**src/design/irpd_params.svh**
```systemverilog
// Constants of the infrared pulse-distance decoder: widths, limits, offsets.
// Assumes inclusion by bare name from package and design files.
`ifndef IRPD_PARAMS_SVH
`define IRPD_PARAMS_SVH

// Timing figures in their own units, clock rate in MHz
`define IRPD_CLK_MHZ 32'h28
`define IRPD_TICK_US 32'h64
`define IRPD_IDLE_MS 32'h2710
// Pulse-distance windows in ticks, inclusive bounds
`define IRPD_HDR_MIN 8'h7A
`define IRPD_HDR_MAX 8'h9E
`define IRPD_D0_MIN 8'h09
`define IRPD_D0_MAX 8'h0D
`define IRPD_D1_MIN 8'h12
`define IRPD_D1_MAX 8'h1A
`define IRPD_SPC_MIN 8'h5C
`define IRPD_SPC_MAX 8'h79
`define IRPD_END_W 8'hC4
// Frame layout and address compare
`define IRPD_FRAME_BITS 6'h20
`define IRPD_CMP_BITS 6'h0F
`define IRPD_CMP_VAL 16'hE718
`define IRPD_LED_BASE 8'h10
`define IRPD_IRQ_PRIO 2'h3
// Register byte offsets
`define IRPD_REG_CTRL 8'h00
`define IRPD_REG_STAT 8'h04
`define IRPD_REG_CLR 8'h08
`define IRPD_REG_IEN 8'h0C
`define IRPD_REG_DATA 8'h10
`define IRPD_REG_STATE 8'h14
// Status bit positions
`define IRPD_EV_CMP 0
`define IRPD_EV_DONE 1
`define IRPD_EV_SPC 2
`define IRPD_EV_IDLE 3
// Control bits and reset value: receiver on, inversion on
`define IRPD_CTRL_EN 0
`define IRPD_CTRL_INV 1
`define IRPD_CTRL_RST 2'h3

`endif

```
**src/design/irpd_pkg.sv**
```systemverilog
// Types shared by the infrared pulse-distance decoder.
// Assumes the constants header sits beside it.
`include "irpd_params.svh"

package irpd_pkg;
	// Frame receiver states
	typedef enum logic [1:0] {
		IRPD_IDLE = 2'b00, // No frame, waiting for a mark
		IRPD_LEAD = 2'b01, // Mark seen, measuring leading pattern
		IRPD_DATA = 2'b10 // Header accepted, collecting bits
	} irpd_state_t;
endpackage : irpd_pkg

```
**src/design/irpd_decoder.sv**
```systemverilog
// Infrared pulse-distance frame decoder with LED channel select and idle stop.
// Assumes one 40 MHz clock; receive pin and low-speed clock arrive asynchronously.
`timescale 1ns/10ps
`default_nettype none
`include "irpd_params.svh"

module irpd_decoder #(
	parameter int IDLE_TICKS = `IRPD_IDLE_MS * 32'h3E8 / `IRPD_TICK_US, // Ticks before stop
	parameter int TICK_CYCLES = `IRPD_TICK_US * `IRPD_CLK_MHZ // Clock cycles per tick
) (
	input wire logic mclk, // System clock, 40 MHz
	input wire logic reset, // Asynchronous reset, active high
	input wire logic ir_rx, // Receiver pin, active low marks
	input wire logic subsystem_low_clock, // Low-speed filter sampling clock
	input wire logic [7:0] reg_addr, // Register byte address
	input wire logic [31:0] reg_wdata, // Register write data
	input wire logic reg_wr, // Write strobe
	input wire logic reg_rd, // Read strobe
	output logic [31:0] reg_rdata, // Read data, cycle after strobe
	output logic irq, // Level interrupt
	output logic [1:0] irq_prio, // Interrupt priority level
	output logic [7:0] led, // LED1..LED8, active high
	output logic autonomous_low_power_state // Stopped state flag
);
	// Tick divider length derived from rate and tick period
	localparam int TICK_CYC = TICK_CYCLES;
	localparam int IW = $clog2(IDLE_TICKS + 1);
	localparam logic [IW-1:0] IDLE_LAST = IW'(IDLE_TICKS - 1);
	localparam logic [11:0] TICK_LAST = 12'(TICK_CYC - 1);

	// Refuse counts the logic cannot serve
	if (IDLE_TICKS < 2) begin : g_chk_idle
		$error("IDLE_TICKS must be at least 2");
	end
	// Divider is 12 bits; tick spacing check wants at least nine cycles
	if (TICK_CYC > 4096 || TICK_CYC < 9) begin : g_chk_tick
		$error("Tick divider must be 9 to 4096 cycles");
	end

	// Whole state of the block
	typedef struct packed {
		logic rx_m; // Pin sync, first stage
		logic rx_s; // Pin sync, second stage
		logic lc_m; // Low clock sync, first stage
		logic lc_s; // Low clock sync, second stage
		logic lc_p; // Low clock previous, edge detect
		logic [2:0] smp; // Last three filter samples
		logic flt; // Filtered, inverted level
		logic flt_p; // Previous filtered level
		logic [11:0] div; // Tick divider
		logic [7:0] width; // Ticks since last mark edge
		irpd_pkg::irpd_state_t st; // Frame state
		logic [5:0] nbit; // Bits collected
		logic [31:0] sh; // Shift register, LSB first
		logic [31:0] data; // Last good frame
		logic [3:0] stat; // Sticky events
		logic [3:0] ien; // Interrupt enables
		logic [1:0] ctrl; // Enable and inversion
		logic [IW-1:0] idle; // Inactivity ticks
		logic stopped; // Low-power stopped state
		logic [7:0] led; // LED drive
		logic [31:0] rdata; // Read data
	} irpd_regs_t;

	irpd_regs_t q, d;

	// Inclusive window test, used for every pattern class
	function automatic logic in_win(input logic [7:0] w, input logic [7:0] lo, input logic [7:0] hi);
		in_win = (w >= lo) && (w <= hi);
	endfunction : in_win

	// Channel byte to one-hot LED, zero for any other code
	function automatic logic [7:0] led_decode(input logic [7:0] b);
		logic [7:0] off;
		off = b - `IRPD_LED_BASE;
		led_decode = 8'h00;
		if (b >= `IRPD_LED_BASE && off < 8'h08) begin
			led_decode = 8'(8'h01 << off[2:0]);
		end
	endfunction : led_decode

	// Combinational events seen by assertions too
	logic tick, mark_edge, ev_cmp, ev_done, ev_spc, ev_idle, ev_rx;
	logic [31:0] sh_next;

	// Next-state logic for the whole block
	always_comb begin
		logic bit_ok;
		logic bit_val;
		logic [3:0] ev;
		d = q;
		bit_ok = 1'b0;
		bit_val = 1'b0;
		ev = 4'h0;
		ev_cmp = 1'b0;
		ev_done = 1'b0;
		ev_spc = 1'b0;
		ev_idle = 1'b0;
		sh_next = q.sh;

		// Two-stage synchronisers; first stages feed nothing else
		d.rx_m = ir_rx;
		d.rx_s = q.rx_m;
		d.lc_m = subsystem_low_clock;
		d.lc_s = q.lc_m;
		d.lc_p = q.lc_s;

		// Sample on each low clock rising edge, accept after three equal
		if (q.lc_s && !q.lc_p) begin
			d.smp = {q.smp[1:0], q.rx_s ^ q.ctrl[`IRPD_CTRL_INV]};
			if (d.smp == 3'b111) begin
				d.flt = 1'b1;
			end else if (d.smp == 3'b000) begin
				d.flt = 1'b0;
			end
		end
		d.flt_p = q.flt;

		// Tick generator: one pulse per tick period
		tick = (q.div == TICK_LAST);
		d.div = tick ? 12'h000 : q.div + 12'h001;

		// Mark start after inversion is the measuring edge
		mark_edge = q.flt && !q.flt_p;

		// Width counter saturates so long gaps stay long
		if (tick && q.width != 8'hFF) begin
			d.width = q.width + 8'h01;
		end

		// Frame receiver
		if (!q.ctrl[`IRPD_CTRL_EN]) begin
			d.st = irpd_pkg::IRPD_IDLE;
			d.width = 8'h00;
		end else if (mark_edge) begin
			d.width = 8'h00;
			case (q.st)
				irpd_pkg::IRPD_IDLE: begin
					// First mark opens the leading pattern
					d.st = irpd_pkg::IRPD_LEAD;
				end
				irpd_pkg::IRPD_LEAD: begin
					if (in_win(q.width, `IRPD_HDR_MIN, `IRPD_HDR_MAX)) begin
						d.st = irpd_pkg::IRPD_DATA;
						d.nbit = 6'h00;
					end else if (in_win(q.width, `IRPD_SPC_MIN, `IRPD_SPC_MAX)) begin
						ev_spc = 1'b1;
					end
					// Anything else restarts measurement from this mark
				end
				irpd_pkg::IRPD_DATA: begin
					if (in_win(q.width, `IRPD_D0_MIN, `IRPD_D0_MAX)) begin
						bit_ok = 1'b1;
						bit_val = 1'b0;
					end else if (in_win(q.width, `IRPD_D1_MIN, `IRPD_D1_MAX)) begin
						bit_ok = 1'b1;
						bit_val = 1'b1;
					end
					if (bit_ok) begin
						sh_next = {bit_val, q.sh[31:1]};
						d.sh = sh_next;
						d.nbit = q.nbit + 6'h01;
						// Address check once 15 bits are in
						if (d.nbit == `IRPD_CMP_BITS &&
							sh_next[31:17] == 15'(`IRPD_CMP_VAL)) begin
							ev_cmp = 1'b1;
						end
						if (d.nbit == `IRPD_FRAME_BITS) begin
							d.data = sh_next;
							ev_done = 1'b1;
							d.st = irpd_pkg::IRPD_LEAD;
						end
					end else begin
						// Error: frame dropped, capture untouched
						d.st = irpd_pkg::IRPD_LEAD;
					end
				end
				default: begin
					d.st = irpd_pkg::IRPD_IDLE;
				end
			endcase
		end else if (q.st != irpd_pkg::IRPD_IDLE && q.width >= `IRPD_END_W) begin
			// Pattern end: silence closes any frame, partial ones lost
			d.st = irpd_pkg::IRPD_IDLE;
		end

		// Receiver activity and inactivity timer
		ev_rx = ev_cmp | ev_done | ev_spc;
		if (q.stopped) begin
			d.idle = '0;
			if (ev_rx) begin
				d.stopped = 1'b0;
			end
		end else if (ev_done || ev_spc) begin
			d.idle = '0;
		end else if (tick) begin
			if (q.idle == IDLE_LAST) begin
				ev_idle = 1'b1;
				d.stopped = 1'b1;
				d.idle = '0;
			end else begin
				d.idle = q.idle + IW'(1);
			end
		end

		// LED control
		if (ev_done) begin
			d.led = led_decode(sh_next[23:16]);
		end
		if (ev_idle || d.stopped) begin
			d.led = 8'h00;
		end

		// Sticky status: a new event beats a clear in the same cycle
		ev[`IRPD_EV_CMP] = ev_cmp;
		ev[`IRPD_EV_DONE] = ev_done;
		ev[`IRPD_EV_SPC] = ev_spc;
		ev[`IRPD_EV_IDLE] = ev_idle;
		if (reg_wr && reg_addr == `IRPD_REG_CLR) begin
			d.stat = (q.stat & ~reg_wdata[3:0]) | ev;
		end else begin
			d.stat = q.stat | ev;
		end

		// Register writes
		if (reg_wr) begin
			case (reg_addr)
				`IRPD_REG_CTRL: begin
					d.ctrl = reg_wdata[1:0];
				end
				`IRPD_REG_IEN: begin
					d.ien = reg_wdata[3:0];
				end
				default: begin
					// Read-only and unmapped writes ignored
				end
			endcase
		end

		// Register reads, answered next cycle; zero elsewhere
		d.rdata = 32'h0000_0000;
		if (reg_rd) begin
			case (reg_addr)
				`IRPD_REG_CTRL: d.rdata = {30'h0, q.ctrl};
				`IRPD_REG_STAT: d.rdata = {28'h0, q.stat};
				`IRPD_REG_IEN: d.rdata = {28'h0, q.ien};
				`IRPD_REG_DATA: d.rdata = q.data;
				`IRPD_REG_STATE: d.rdata = {16'h0, q.led, 6'h0, q.st};
				default: d.rdata = 32'h0000_0000;
			endcase
			if (reg_addr == `IRPD_REG_STATE) begin
				d.rdata[2] = q.stopped;
			end
		end
	end

	// State register; reset gives constants only
	always_ff @(posedge mclk or posedge reset) begin
		if (reset) begin
			q <= '0;
			q.ctrl <= `IRPD_CTRL_RST;
			q.st <= irpd_pkg::IRPD_IDLE;
		end else begin
			q <= d;
		end
	end

	// Outputs
	assign reg_rdata = q.rdata;
	assign irq = |(q.stat & q.ien);
	assign irq_prio = `IRPD_IRQ_PRIO;
	assign led = q.led;
	assign autonomous_low_power_state = q.stopped;

	// Helper: mark edge in lead state with the receiver enabled; the assertion checks the header window
	logic hdr_seen;
	assign hdr_seen = mark_edge && q.ctrl[`IRPD_CTRL_EN] && q.st == irpd_pkg::IRPD_LEAD;

	a_tick_period: assert property (@(posedge mclk) disable iff (reset)
		tick |=> !tick [*8]) else $error("Tick repeated too soon");

	a_hdr_window: assert property (@(posedge mclk) disable iff (reset)
		hdr_seen && q.width >= `IRPD_HDR_MIN && q.width <= `IRPD_HDR_MAX
		|=> q.st == irpd_pkg::IRPD_DATA && q.nbit == 6'h00) else $error("Header not accepted");

	a_spc_window: assert property (@(posedge mclk) disable iff (reset)
		ev_spc |-> q.width >= `IRPD_SPC_MIN && q.width <= `IRPD_SPC_MAX && q.st == irpd_pkg::IRPD_LEAD)
		else $error("Repeat flagged outside window");

	a_cmp_value: assert property (@(posedge mclk) disable iff (reset)
		ev_cmp |=> q.nbit == `IRPD_CMP_BITS && q.sh[31:17] == 15'(`IRPD_CMP_VAL) && q.stat[`IRPD_EV_CMP])
		else $error("Compare match wrong");

	a_done_capture: assert property (@(posedge mclk) disable iff (reset)
		ev_done |=> q.data == $past(sh_next) && q.stat[`IRPD_EV_DONE] && q.st == irpd_pkg::IRPD_LEAD)
		else $error("Frame not captured");

	a_no_err_cap: assert property (@(posedge mclk) disable iff (reset)
		!ev_done |=> $stable(q.data)) else $error("Capture without complete frame");

	a_led_onehot: assert property (@(posedge mclk) disable iff (reset)
		$countones(led) <= 1) else $error("More than one LED on");

	a_led_stopped: assert property (@(posedge mclk) disable iff (reset)
		autonomous_low_power_state |-> led == 8'h00) else $error("LED lit while stopped");

	a_idle_stop: assert property (@(posedge mclk) disable iff (reset)
		ev_idle |=> autonomous_low_power_state && q.stat[`IRPD_EV_IDLE] && q.idle == '0)
		else $error("Idle expiry did not stop");

	a_wake: assert property (@(posedge mclk) disable iff (reset)
		q.stopped && ev_rx |=> !autonomous_low_power_state) else $error("No wake on event");

	a_activity: assert property (@(posedge mclk) disable iff (reset)
		!q.stopped && (ev_done || ev_spc) |=> q.idle == '0) else $error("Idle count not restarted");

	a_irq_level: assert property (@(posedge mclk) disable iff (reset)
		(irq == |(q.stat & q.ien)) and ($rose(q.stat[`IRPD_EV_SPC]) |-> $past(ev_spc)))
		else $error("Interrupt level or status wrong");

	a_bit_zero: assert property (@(posedge mclk) disable iff (reset)
		mark_edge && q.ctrl[`IRPD_CTRL_EN] && q.st == irpd_pkg::IRPD_DATA &&
		in_win(q.width, `IRPD_D0_MIN, `IRPD_D0_MAX) |=> !q.sh[31]) else $error("Zero bit not shifted in");

	a_bit_one: assert property (@(posedge mclk) disable iff (reset)
		mark_edge && q.ctrl[`IRPD_CTRL_EN] && q.st == irpd_pkg::IRPD_DATA &&
		in_win(q.width, `IRPD_D1_MIN, `IRPD_D1_MAX) |=> q.sh[31]) else $error("One bit not shifted in");

	a_led_first: assert property (@(posedge mclk) disable iff (reset)
		ev_done && sh_next[23:16] == `IRPD_LED_BASE |=> led == 8'h01) else $error("First channel LED wrong");

	a_led_foreign: assert property (@(posedge mclk) disable iff (reset)
		ev_done && sh_next[23:19] != 5'h02 |=> led == 8'h00) else $error("Foreign code lit an LED");

	a_end_idle: assert property (@(posedge mclk) disable iff (reset)
		q.ctrl[`IRPD_CTRL_EN] && !mark_edge && q.st != irpd_pkg::IRPD_IDLE && q.width >= `IRPD_END_W
		|=> q.st == irpd_pkg::IRPD_IDLE) else $error("Silence did not end frame");

	a_rx_disabled: assert property (@(posedge mclk) disable iff (reset)
		!q.ctrl[`IRPD_CTRL_EN] |=> q.st == irpd_pkg::IRPD_IDLE) else $error("Receiver ran while off");

	a_repeat_nocap: assert property (@(posedge mclk) disable iff (reset)
		ev_spc |=> $stable(q.data) && q.stat[`IRPD_EV_SPC]) else $error("Repeat touched capture");

	a_done_sticky: assert property (@(posedge mclk) disable iff (reset)
		q.stat[`IRPD_EV_DONE] && !(reg_wr && reg_addr == `IRPD_REG_CLR && reg_wdata[`IRPD_EV_DONE])
		|=> q.stat[`IRPD_EV_DONE]) else $error("Complete flag lost without clear");

	a_filter_three: assert property (@(posedge mclk) disable iff (reset)
		$rose(q.flt) |-> $past(q.smp) == 3'b111 || $past(d.smp) == 3'b111) else $error("Filter too quick");

endmodule : irpd_decoder
`default_nettype wire

```
**config.mk**
```make
export PLATFORM = sky130hd
export DESIGN_NAME = irpd_decoder
export DESIGN_NICKNAME = d
export VERILOG_FILES = /design/src/design/irpd_pkg.sv /design/src/design/irpd_decoder.sv
export VERILOG_INCLUDE_DIRS = /design/src /design/src/design
export SDC_FILE = /design/constraint.sdc
export NUM_CORES = 1
export LEC_CHECK = 0
export ABC_AREA = 1
export BUFFER_PORTS_ARGS = -buffer_cell sky130_fd_sc_hd__buf_2
export CORE_MARGIN = 2
export CORE_UTILIZATION = 59
export CTS_BUF_LIST = sky130_fd_sc_hd__clkbuf_16
export DETAILED_ROUTE_END_ITERATION = 12
export PLACE_DENSITY = 0.8
export SYNTH_ARGS = -nofsm -noshare
export SYNTH_HDL_FRONTEND = slang
export SYNTH_SLANG_ARGS = --single-unit
```
**constraint.sdc**
```tcl
create_clock -name mclk -period 7.25 [get_ports mclk]
set_input_delay 0.725 -clock mclk [delete_from_list [all_inputs] [get_ports mclk]]
set_output_delay 0.725 -clock mclk [all_outputs]
set_load 0.02 [all_outputs]
```
==> results of run 1 <==
==> critical path, delay by kind of cell, from the launching register on <==
family	cells	cell delay [ns]
AND/OR/NAND/NOR	5	2.11
adder cells (fa/ha/maj)	1	0.22
AO/OA/AOI/OAI	4	0.63
flip-flops	1	0.47
buffers and inverters	1	0.14
==> worst max-delay path by stage <==
stage	depth (start not counted)	endpoint	slack (ns)
6_report	11	q[56]	3.56
5_1_grt	11	q[53]	3.16
4_1_cts	11	q[56]	3.58
3_5_place_dp	11	q[53]	3.58
3_3_place_gp	11	q[57]	3.63
2_1_floorplan	1	autonomous_low_power_state	1.98
==> power breakdown <==
part           switching [uW]  leakage, uW  internal (uW)
clock network             377     0.000295            545
logic                    41.4      0.00173           12.8
registers                5.46      0.00228            948
total                     424      0.00431           1500
==> kinds of logic (layout without fill, tap and decap cells) <==
| family | count (synthesis) | count (layout) | synth area share |
|---|---|---|---|
| adders and majority gates | 9 | 9 | 0.0139 |
| and+or+nand+nor | 431 | 431 | 0.232 |
| DFF | 168 | 168 | 0.519 |
| xor gates and xnor gates | 9 | 9 | 0.00973 |
| buffers and inverters | 213 | 238 | 0.123 |
| AOI/OAI and AO/OA | 153 | 153 | 0.102 |
| other | 1 | 2 | 0.000463 |
==> state kept, by name, summed over array words and instances (netlist names) <==
signal,flops
q,123
reg_rdata,32
autonomous_low_power_state,1
d,4
led,8
==> metrics by stage <==
stage	instances	util	power [uW]
after floorplan	985	-	1010
after global placement	1156	0.615	1020
after detailed placement	1156	0.615	1030
after CTS	1186	0.660	1940
after global routing	1186	0.660	1990
final	1186	0.660	1930
==> layer usage <==
layer  wire [um]  vias up  part of all wire  GRT usage
met5           0        -                 0          0
met4         239        0             0.015     0.0675
met3         677       23             0.042     0.0475
met2        7390      152              0.46      0.354
met1        7780     3015              0.48      0.332
li1            -     3146                 -          -
==> layout make-up <==
cell class,count,area share
Multi-Input combinational cell,604,0.331
Clock inverter,13,0.0193
Tap cell,176,0.0250
Sequential cell,168,0.478
Inverter,146,0.0628
Timing Repair Buffer,62,0.0361
Clock buffer,17,0.0483
==> synth_stat cells (3+ instances only) <==
| master | count | area, um2 |
|---|---|---|
| sky130_fd_sc_hd__nor3_1 | 16 | 80.1 |
| sky130_fd_sc_hd__clkbuf_1 | 14 | 52.6 |
| sky130_fd_sc_hd__nand4_1 | 25 | 156 |
| sky130_fd_sc_hd__a21oi_1 | 19 | 95.1 |
| sky130_fd_sc_hd__inv_1 | 140 | 526 |
| sky130_fd_sc_hd__nor2_2 | 3 | 18.8 |
| sky130_fd_sc_hd__nor4_1 | 5 | 31.3 |
| sky130_fd_sc_hd__ha_1 | 9 | 113 |
| sky130_fd_sc_hd__buf_4 | 44 | 330 |
| sky130_fd_sc_hd__nand3_1 | 67 | 335 |
| sky130_fd_sc_hd__o21ai_2 | 3 | 26.3 |
| sky130_fd_sc_hd__nor2_1 | 94 | 353 |
| sky130_fd_sc_hd__o21ai_0 | 85 | 425 |
| sky130_fd_sc_hd__a211oi_1 | 4 | 30.0 |
| sky130_fd_sc_hd__buf_6 | 3 | 33.8 |
| sky130_fd_sc_hd__o22ai_1 | 8 | 50.1 |
| sky130_fd_sc_hd__xor2_1 | 7 | 61.3 |
| sky130_fd_sc_hd__buf_2 | 5 | 25.0 |
| sky130_fd_sc_hd__inv_2 | 5 | 18.8 |
| sky130_fd_sc_hd__nand2_1 | 209 | 785 |
| sky130_fd_sc_hd__o21ai_1 | 26 | 130 |
| sky130_fd_sc_hd__dfrtp_1 | 166 | 4150 |
| sky130_fd_sc_hd__nor3b_1 | 3 | 22.5 |
==> parameters.txt, run 1 <==
Parameter                              Value

Cells and area
  Fillers    1111
  Highest-count cells in the layout ignoring fill and taps    sky130_fd_sc_hd__nand2_1, sky130_fd_sc_hd__dfrtp_1, sky130_fd_sc_hd__inv_1
  Post-route cell area    0.00881 mm2
  Register Area    0.00421 mm2
  Layout cell share with drive strength beyond 1    0.114
  Layout Area Growth over Synthesis    8.68%
  Most frequent standard cell in the layout excluding fill and tap cells    sky130_fd_sc_hd__nand2_1
  Multi-input combinational cell area    0.00291 mm2
  Final net count    1054
  Count of antenna diodes in the layout    0

Critical path
  Critical-path cell with the highest stage delay    sky130_fd_sc_hd__nor2_2
  Ordered cell list for the critical path    inv_1 -> ha_1 -> a21oi_1 -> o21ai_0 -> nand2_1 -> o21ai_4 -> nand3_4 -> nor2_8 -> nor2_2 -> nand3_2 -> o21ai_0
  Delay contributed by the slowest stage of the critical path    0.78 ns
  Capturing point of the worst reg2reg path    q[56]
  RR Startpoint    q[141]
  Reg2reg setup slack    3.56 ns
  Critical path arrival    4.02 ns
  Worst reg2reg path depth    11
  Required @ worst endpoint    7.58 ns
  Most Frequent Cell on Critical Path    sky130_fd_sc_hd__o21ai_0
  Path type of the worst setup path    register to register
  Launching element of the worst setup path    q[141]
  Peak fanout along the critical path    64
  Kind of end point of the critical path    register
  Worst setup SP type    register

Logic synthesis
  Sequential area share after synthesis    0.519
  Flip-flop and latch count after synthesis    168
  Distinct cells, synth    42
  Syn Area/Cell    8.23 um2
  Share of synthesized flip-flops with an asynchronous set or reset    1.00
  Commonest register cell after synthesis    sky130_fd_sc_hd__dfrtp_1
  Netlist area before placement    0.00810 mm2
  Number of instances in the synthesized netlist    984
  Count of warnings emitted by yosys    0
  Number of flops mapped to enable cells by yosys    0

GRT
  Residual overflow from global routing    0
  Antenna violations before repair    0
  Number of global-route vias before repair    5699
  Overall Global Routing Usage    0.230
  First-pass GRT wire length    26900 um
  Maximum number of pins on one net before global-route repair    97

Placement
  Final GP Congestion    0.880
  PortBufs    59
  Half-perimeter wire length after detailed placement    10400 um
  DP Area    0.00821 mm2
  Worst slack at placement    3.58 ns

Power and ir drop
  Areal power density over the cells    219 mW/mm2
  Peak supply drop    183 uV
  Static power due to leakage    0.00431 uW

Clock tree
  Maximum root-to-sink buffer count    2
  Maximum level of the CTS H-tree    4
  Clock tree from TritonCTS    built
  Clk Latency, worst-skew pair    0.42 ns
  Master cell of the clock root buffer    sky130_fd_sc_hd__clkbuf_16
  Number of resized instances in the post-cts repair step    0
  Clock-pin slew of the registers on the worst-case setup and hold paths    0.06 ns
  TritonCTS Buffers    17
  Clock Sink Count    168
  Number of buffers inserted by hold repair at cts    0
  Number of setup buffers added after CTS    0

Worst hold path
  Worst Hold Depth    0
  Hold Path End    d[165]
  Path type of the worst min-delay path    register to register
  Startpoint of the worst hold path    d[166]

STA
  Unrepaired setup endpoints after global routing    false
  Post-layout min period    3.69 ns
  Number of endpoints failing setup at the final stage    0
  Slew HR    0.385
  Achievable Freq    0.271 GHz
  Final hold violation count    0
  Number of slew-limit violations in the final report    0
  Setup TNS    0 ns
  Final cycle utilization of the critical path    0.509
  Worst hold margin    0.349 ns
  Slew of the pin with the lowest slew margin    0.921 ns
  Post-layout worst setup margin    3.56 ns
  Worst clock skew    0.00769 ns

Run status
  Status    completed

Routing
  Total vias in the final route    6336
  Residual DRC    0
  Violation count after the first detailed-route iteration    483
  Remaining number of nets flagged by the antenna check after routing    0
  Number of iterations in the first detailed-routing pass    5
  Total length of routed wires    16100 um
  Number of vias per cell    5.34
  Average wire per standard cell    13.6 um

Floorplanning
  Core box area    0.0133 mm2
  Starting density of the core    0.607
  Count of standard-cell rows    42
  Height of the die    121 um
  X dimension of the die    121 um
  Die outline area    0.0147 mm2
  Number of primary I/O pins    90

Flow run
  Total of max-cap violations    0
(Power assumes the default switching activity.)
==> inputs of run 2 (changes only) <==
==> constraint.sdc (replaced) <==
create_clock -name mclk -period 3.5 [get_ports mclk]
set_input_delay 0.35 -clock mclk [delete_from_list [all_inputs] [get_ports mclk]]
set_output_delay 0.35 -clock mclk [all_outputs]
set_load 0.02 [all_outputs]
==> parameters.txt, run 2 (same netlist as run 1, synthesis figures left out) <==
Parameter                              Value

Run status
  Status    completed

Routing
  Number of vias per cell    5.33 (-0.27%)
  Violation count after the first detailed-route iteration    488 (+1.0%)
  Average wire per standard cell    13.4 um (-0.91%)
  Total length of routed wires    16000 um (-0.33%)
  Total vias in the final route    6356 (+0.32%)
  Number of iterations in the first detailed-routing pass    5 (unchanged)
  Residual DRC    0 (unchanged)
  Remaining number of nets flagged by the antenna check after routing    0 (unchanged)

STA
  Slew HR    0.507 (+0.121)
  Unrepaired setup endpoints after global routing    false
  Post-layout min period    2.74 ns (-0.946 ns)
  Setup TNS    0 ns (unchanged)
  Slew of the pin with the lowest slew margin    0.738 ns (-0.183 ns)
  Number of slew-limit violations in the final report    0 (unchanged)
  Achievable Freq    0.365 GHz (+35%)
  Post-layout worst setup margin    0.758 ns (-2.80 ns)
  Worst clock skew    0.0122 ns (+0.00447 ns)
  Number of endpoints failing setup at the final stage    0 (unchanged)
  Final hold violation count    0 (unchanged)
  Final cycle utilization of the critical path    0.783 (+0.275)

Critical path
  Delay contributed by the slowest stage of the critical path    0.43 ns (-0.35 ns)
  Ordered cell list for the critical path    inv_1 -> ha_1 -> a21oi_1 -> o21ai_0 -> nand2_1 -> o21ai_4 -> nand3_4 -> buf_4 -> a21oi_1 -> o22ai_1
  Most Frequent Cell on Critical Path    sky130_fd_sc_hd__a21oi_1
  Launching element of the worst setup path    q[140]
  Worst setup SP type    register
  Peak fanout along the critical path    39 (-39%)
  Worst reg2reg path depth    10 (-1)
  RR Startpoint    q[140]
  Family of cells with the greatest summed delay on the critical path    compound AO/OA/AOI/OAI gates
  Reg2reg setup slack    0.76 ns (-2.80 ns)
  Kind of end point of the critical path    register
  Critical-path cell with the highest stage delay    sky130_fd_sc_hd__dfrtp_1
  Path type of the worst setup path    register to register
  Buf+Inv Stages, Crit Path    2 (+1)
  Critical path depth in cells    10 (-1)
  Required @ worst endpoint    3.78 ns (-3.80 ns)
  Critical path arrival    3.02 ns (-1.00 ns)

Floorplanning
  Starting density of the core    0.607 (unchanged)
  Core box area    0.0133 mm2 (unchanged)
  Number of primary I/O pins    90 (unchanged)
  Height of the die    121 um (unchanged)
  Die outline area    0.0147 mm2 (unchanged)
  X dimension of the die    121 um (unchanged)
  Count of standard-cell rows    42 (unchanged)

Worst hold path
  Worst Hold Depth    1 (+1)
  Startpoint of the worst hold path    ir_rx
  Path type of the worst min-delay path    primary input to register

GRT
  Number of global-route vias before repair    6055 (+6.2%)
  Overall Global Routing Usage    0.237 (+0.00682)
  First-pass GRT wire length    27800 um (+3.3%)
  Residual overflow from global routing    0 (unchanged)
  Antenna violations before repair    0 (unchanged)
  Maximum number of pins on one net before global-route repair    83 (-14%)

Power and ir drop
  Areal power density over the cells    434 mW/mm2 (+98%)
  Peak supply drop    357 uV (+95%)
  Static power due to leakage    0.00432 uW (about the same)

Clock tree
  Clock tree from TritonCTS    built
  Number of resized instances in the post-cts repair step    0 (unchanged)
  Maximum root-to-sink buffer count    2 (unchanged)
  Maximum level of the CTS H-tree    4 (unchanged)
  Clock-pin slew of the registers on the worst-case setup and hold paths    0.07 ns (about the same)
  Number of setup buffers added after CTS    0 (unchanged)
  Master cell of the clock root buffer    sky130_fd_sc_hd__clkbuf_16
  Clk Latency, worst-skew pair    0.43 ns (about the same)
  Clock Sink Count    168 (unchanged)
  TritonCTS Buffers    17 (unchanged)

Cells and area
  Fillers    1083 (-2.5%)
  Most flop-heavy register    q
  Layout cell share with drive strength beyond 1    0.117 (+0.00315)
  Core utilization of the finished layout    0.661 (+0.00112)
  Count of antenna diodes in the layout    0 (unchanged)
  Highest-count cells in the layout ignoring fill and taps    sky130_fd_sc_hd__nand2_1, sky130_fd_sc_hd__dfrtp_1, sky130_fd_sc_hd__inv_1
  Most frequent standard cell in the layout excluding fill and tap cells    sky130_fd_sc_hd__nand2_1
  Final net count    1059 (+0.47%)
  Max FFs per register    123 (unchanged)
  Final Non-Filler Cells    1193 (+0.59%)
  Layout Area Growth over Synthesis    8.86%

Placement
  Half-perimeter wire length after detailed placement    10700 um (+2.4%)
  Final GP Congestion    0.905 (+2.9%)
  Worst slack at placement    0.763 ns (-2.82 ns)
  PortBufs    59 (unchanged)
  Inst Count DP    1160 (+0.35%)

Flow run
  Total of max-cap violations    0 (unchanged)
-- run 2: cell count changes in the layout (fill, tap and decap cells not counted), sizes merged --
| cell | previous run | this run |
|---|---|---|
| clkinv | 6 | 5 |
| inv | 150 | 153 |
| dlygate4sd3 | 0 | 1 |
| bufinv | 3 | 0 |
| clkinvlp | 0 | 3 |
| buf | 62 | 66 |
-- run 2: path summary, 6_finish.rpt --
| check | to |
|---|---|
| min in group asynchronous | q[49] |
| max in group asynchronous | q[104] |
| hold / removal | d[168] |
| setup reg to reg | q[135] |
| hold reg to reg | d[165] |
| setup / recovery | q[135] |
-- run 2: layout make-up --
class / count / area (um2) / share of cell area
Clock buffer: 17 / 425 / 0.0482
Sequential cell: 168 / 4210 / 0.477
Tap cell: 176 / 220 / 0.0250
Inverter: 146 / 552 / 0.0626
Multi-Input combinational cell: 604 / 2910 / 0.330
Timing Repair Buffer: 67 / 383 / 0.0434
Clock inverter: 15 / 121 / 0.0138
-- run 2: routing by layer --
layer | wire, um | up-vias | track usage
met1 | 7530 | 3015 | 0.335
met2 | 7510 | 170 | 0.372
met3 | 804 | 17 | 0.0508
met4 | 188 | 0 | 0.0661
li1 | - | 3154 | -
met5 | 0 | - | 0
-- run 2: repair_timing --
action	4_1_cts	5_1_grt
hold buffers	1	0
setup endpoints to repair	0	0
hold endpoints to repair	12	0
-- run 2: report_power, final --
part           leakage [uW]  total [uW]  internal (uW)  switching (uW)
sequential          0.00228        1970           1960            11.8
clock              0.000271        1740            925             814
combinational       0.00176         119           31.0            88.2
-- run 2: through the flow --
| stage | hold slack, ns | power (uW) | cell area, um2 |
|---|---|---|---|
| global route | 0.00777 | 3970 | 8820 |
| detailed placement | 0.340 | 2130 | 8260 |
| floorplan | 0.331 | 2090 | 8110 |
| finish | 0.0260 | 3830 | 8820 |
| CTS | 0.0170 | 3860 | 8820 |
| global placement | 0.337 | 2130 | 8260 |
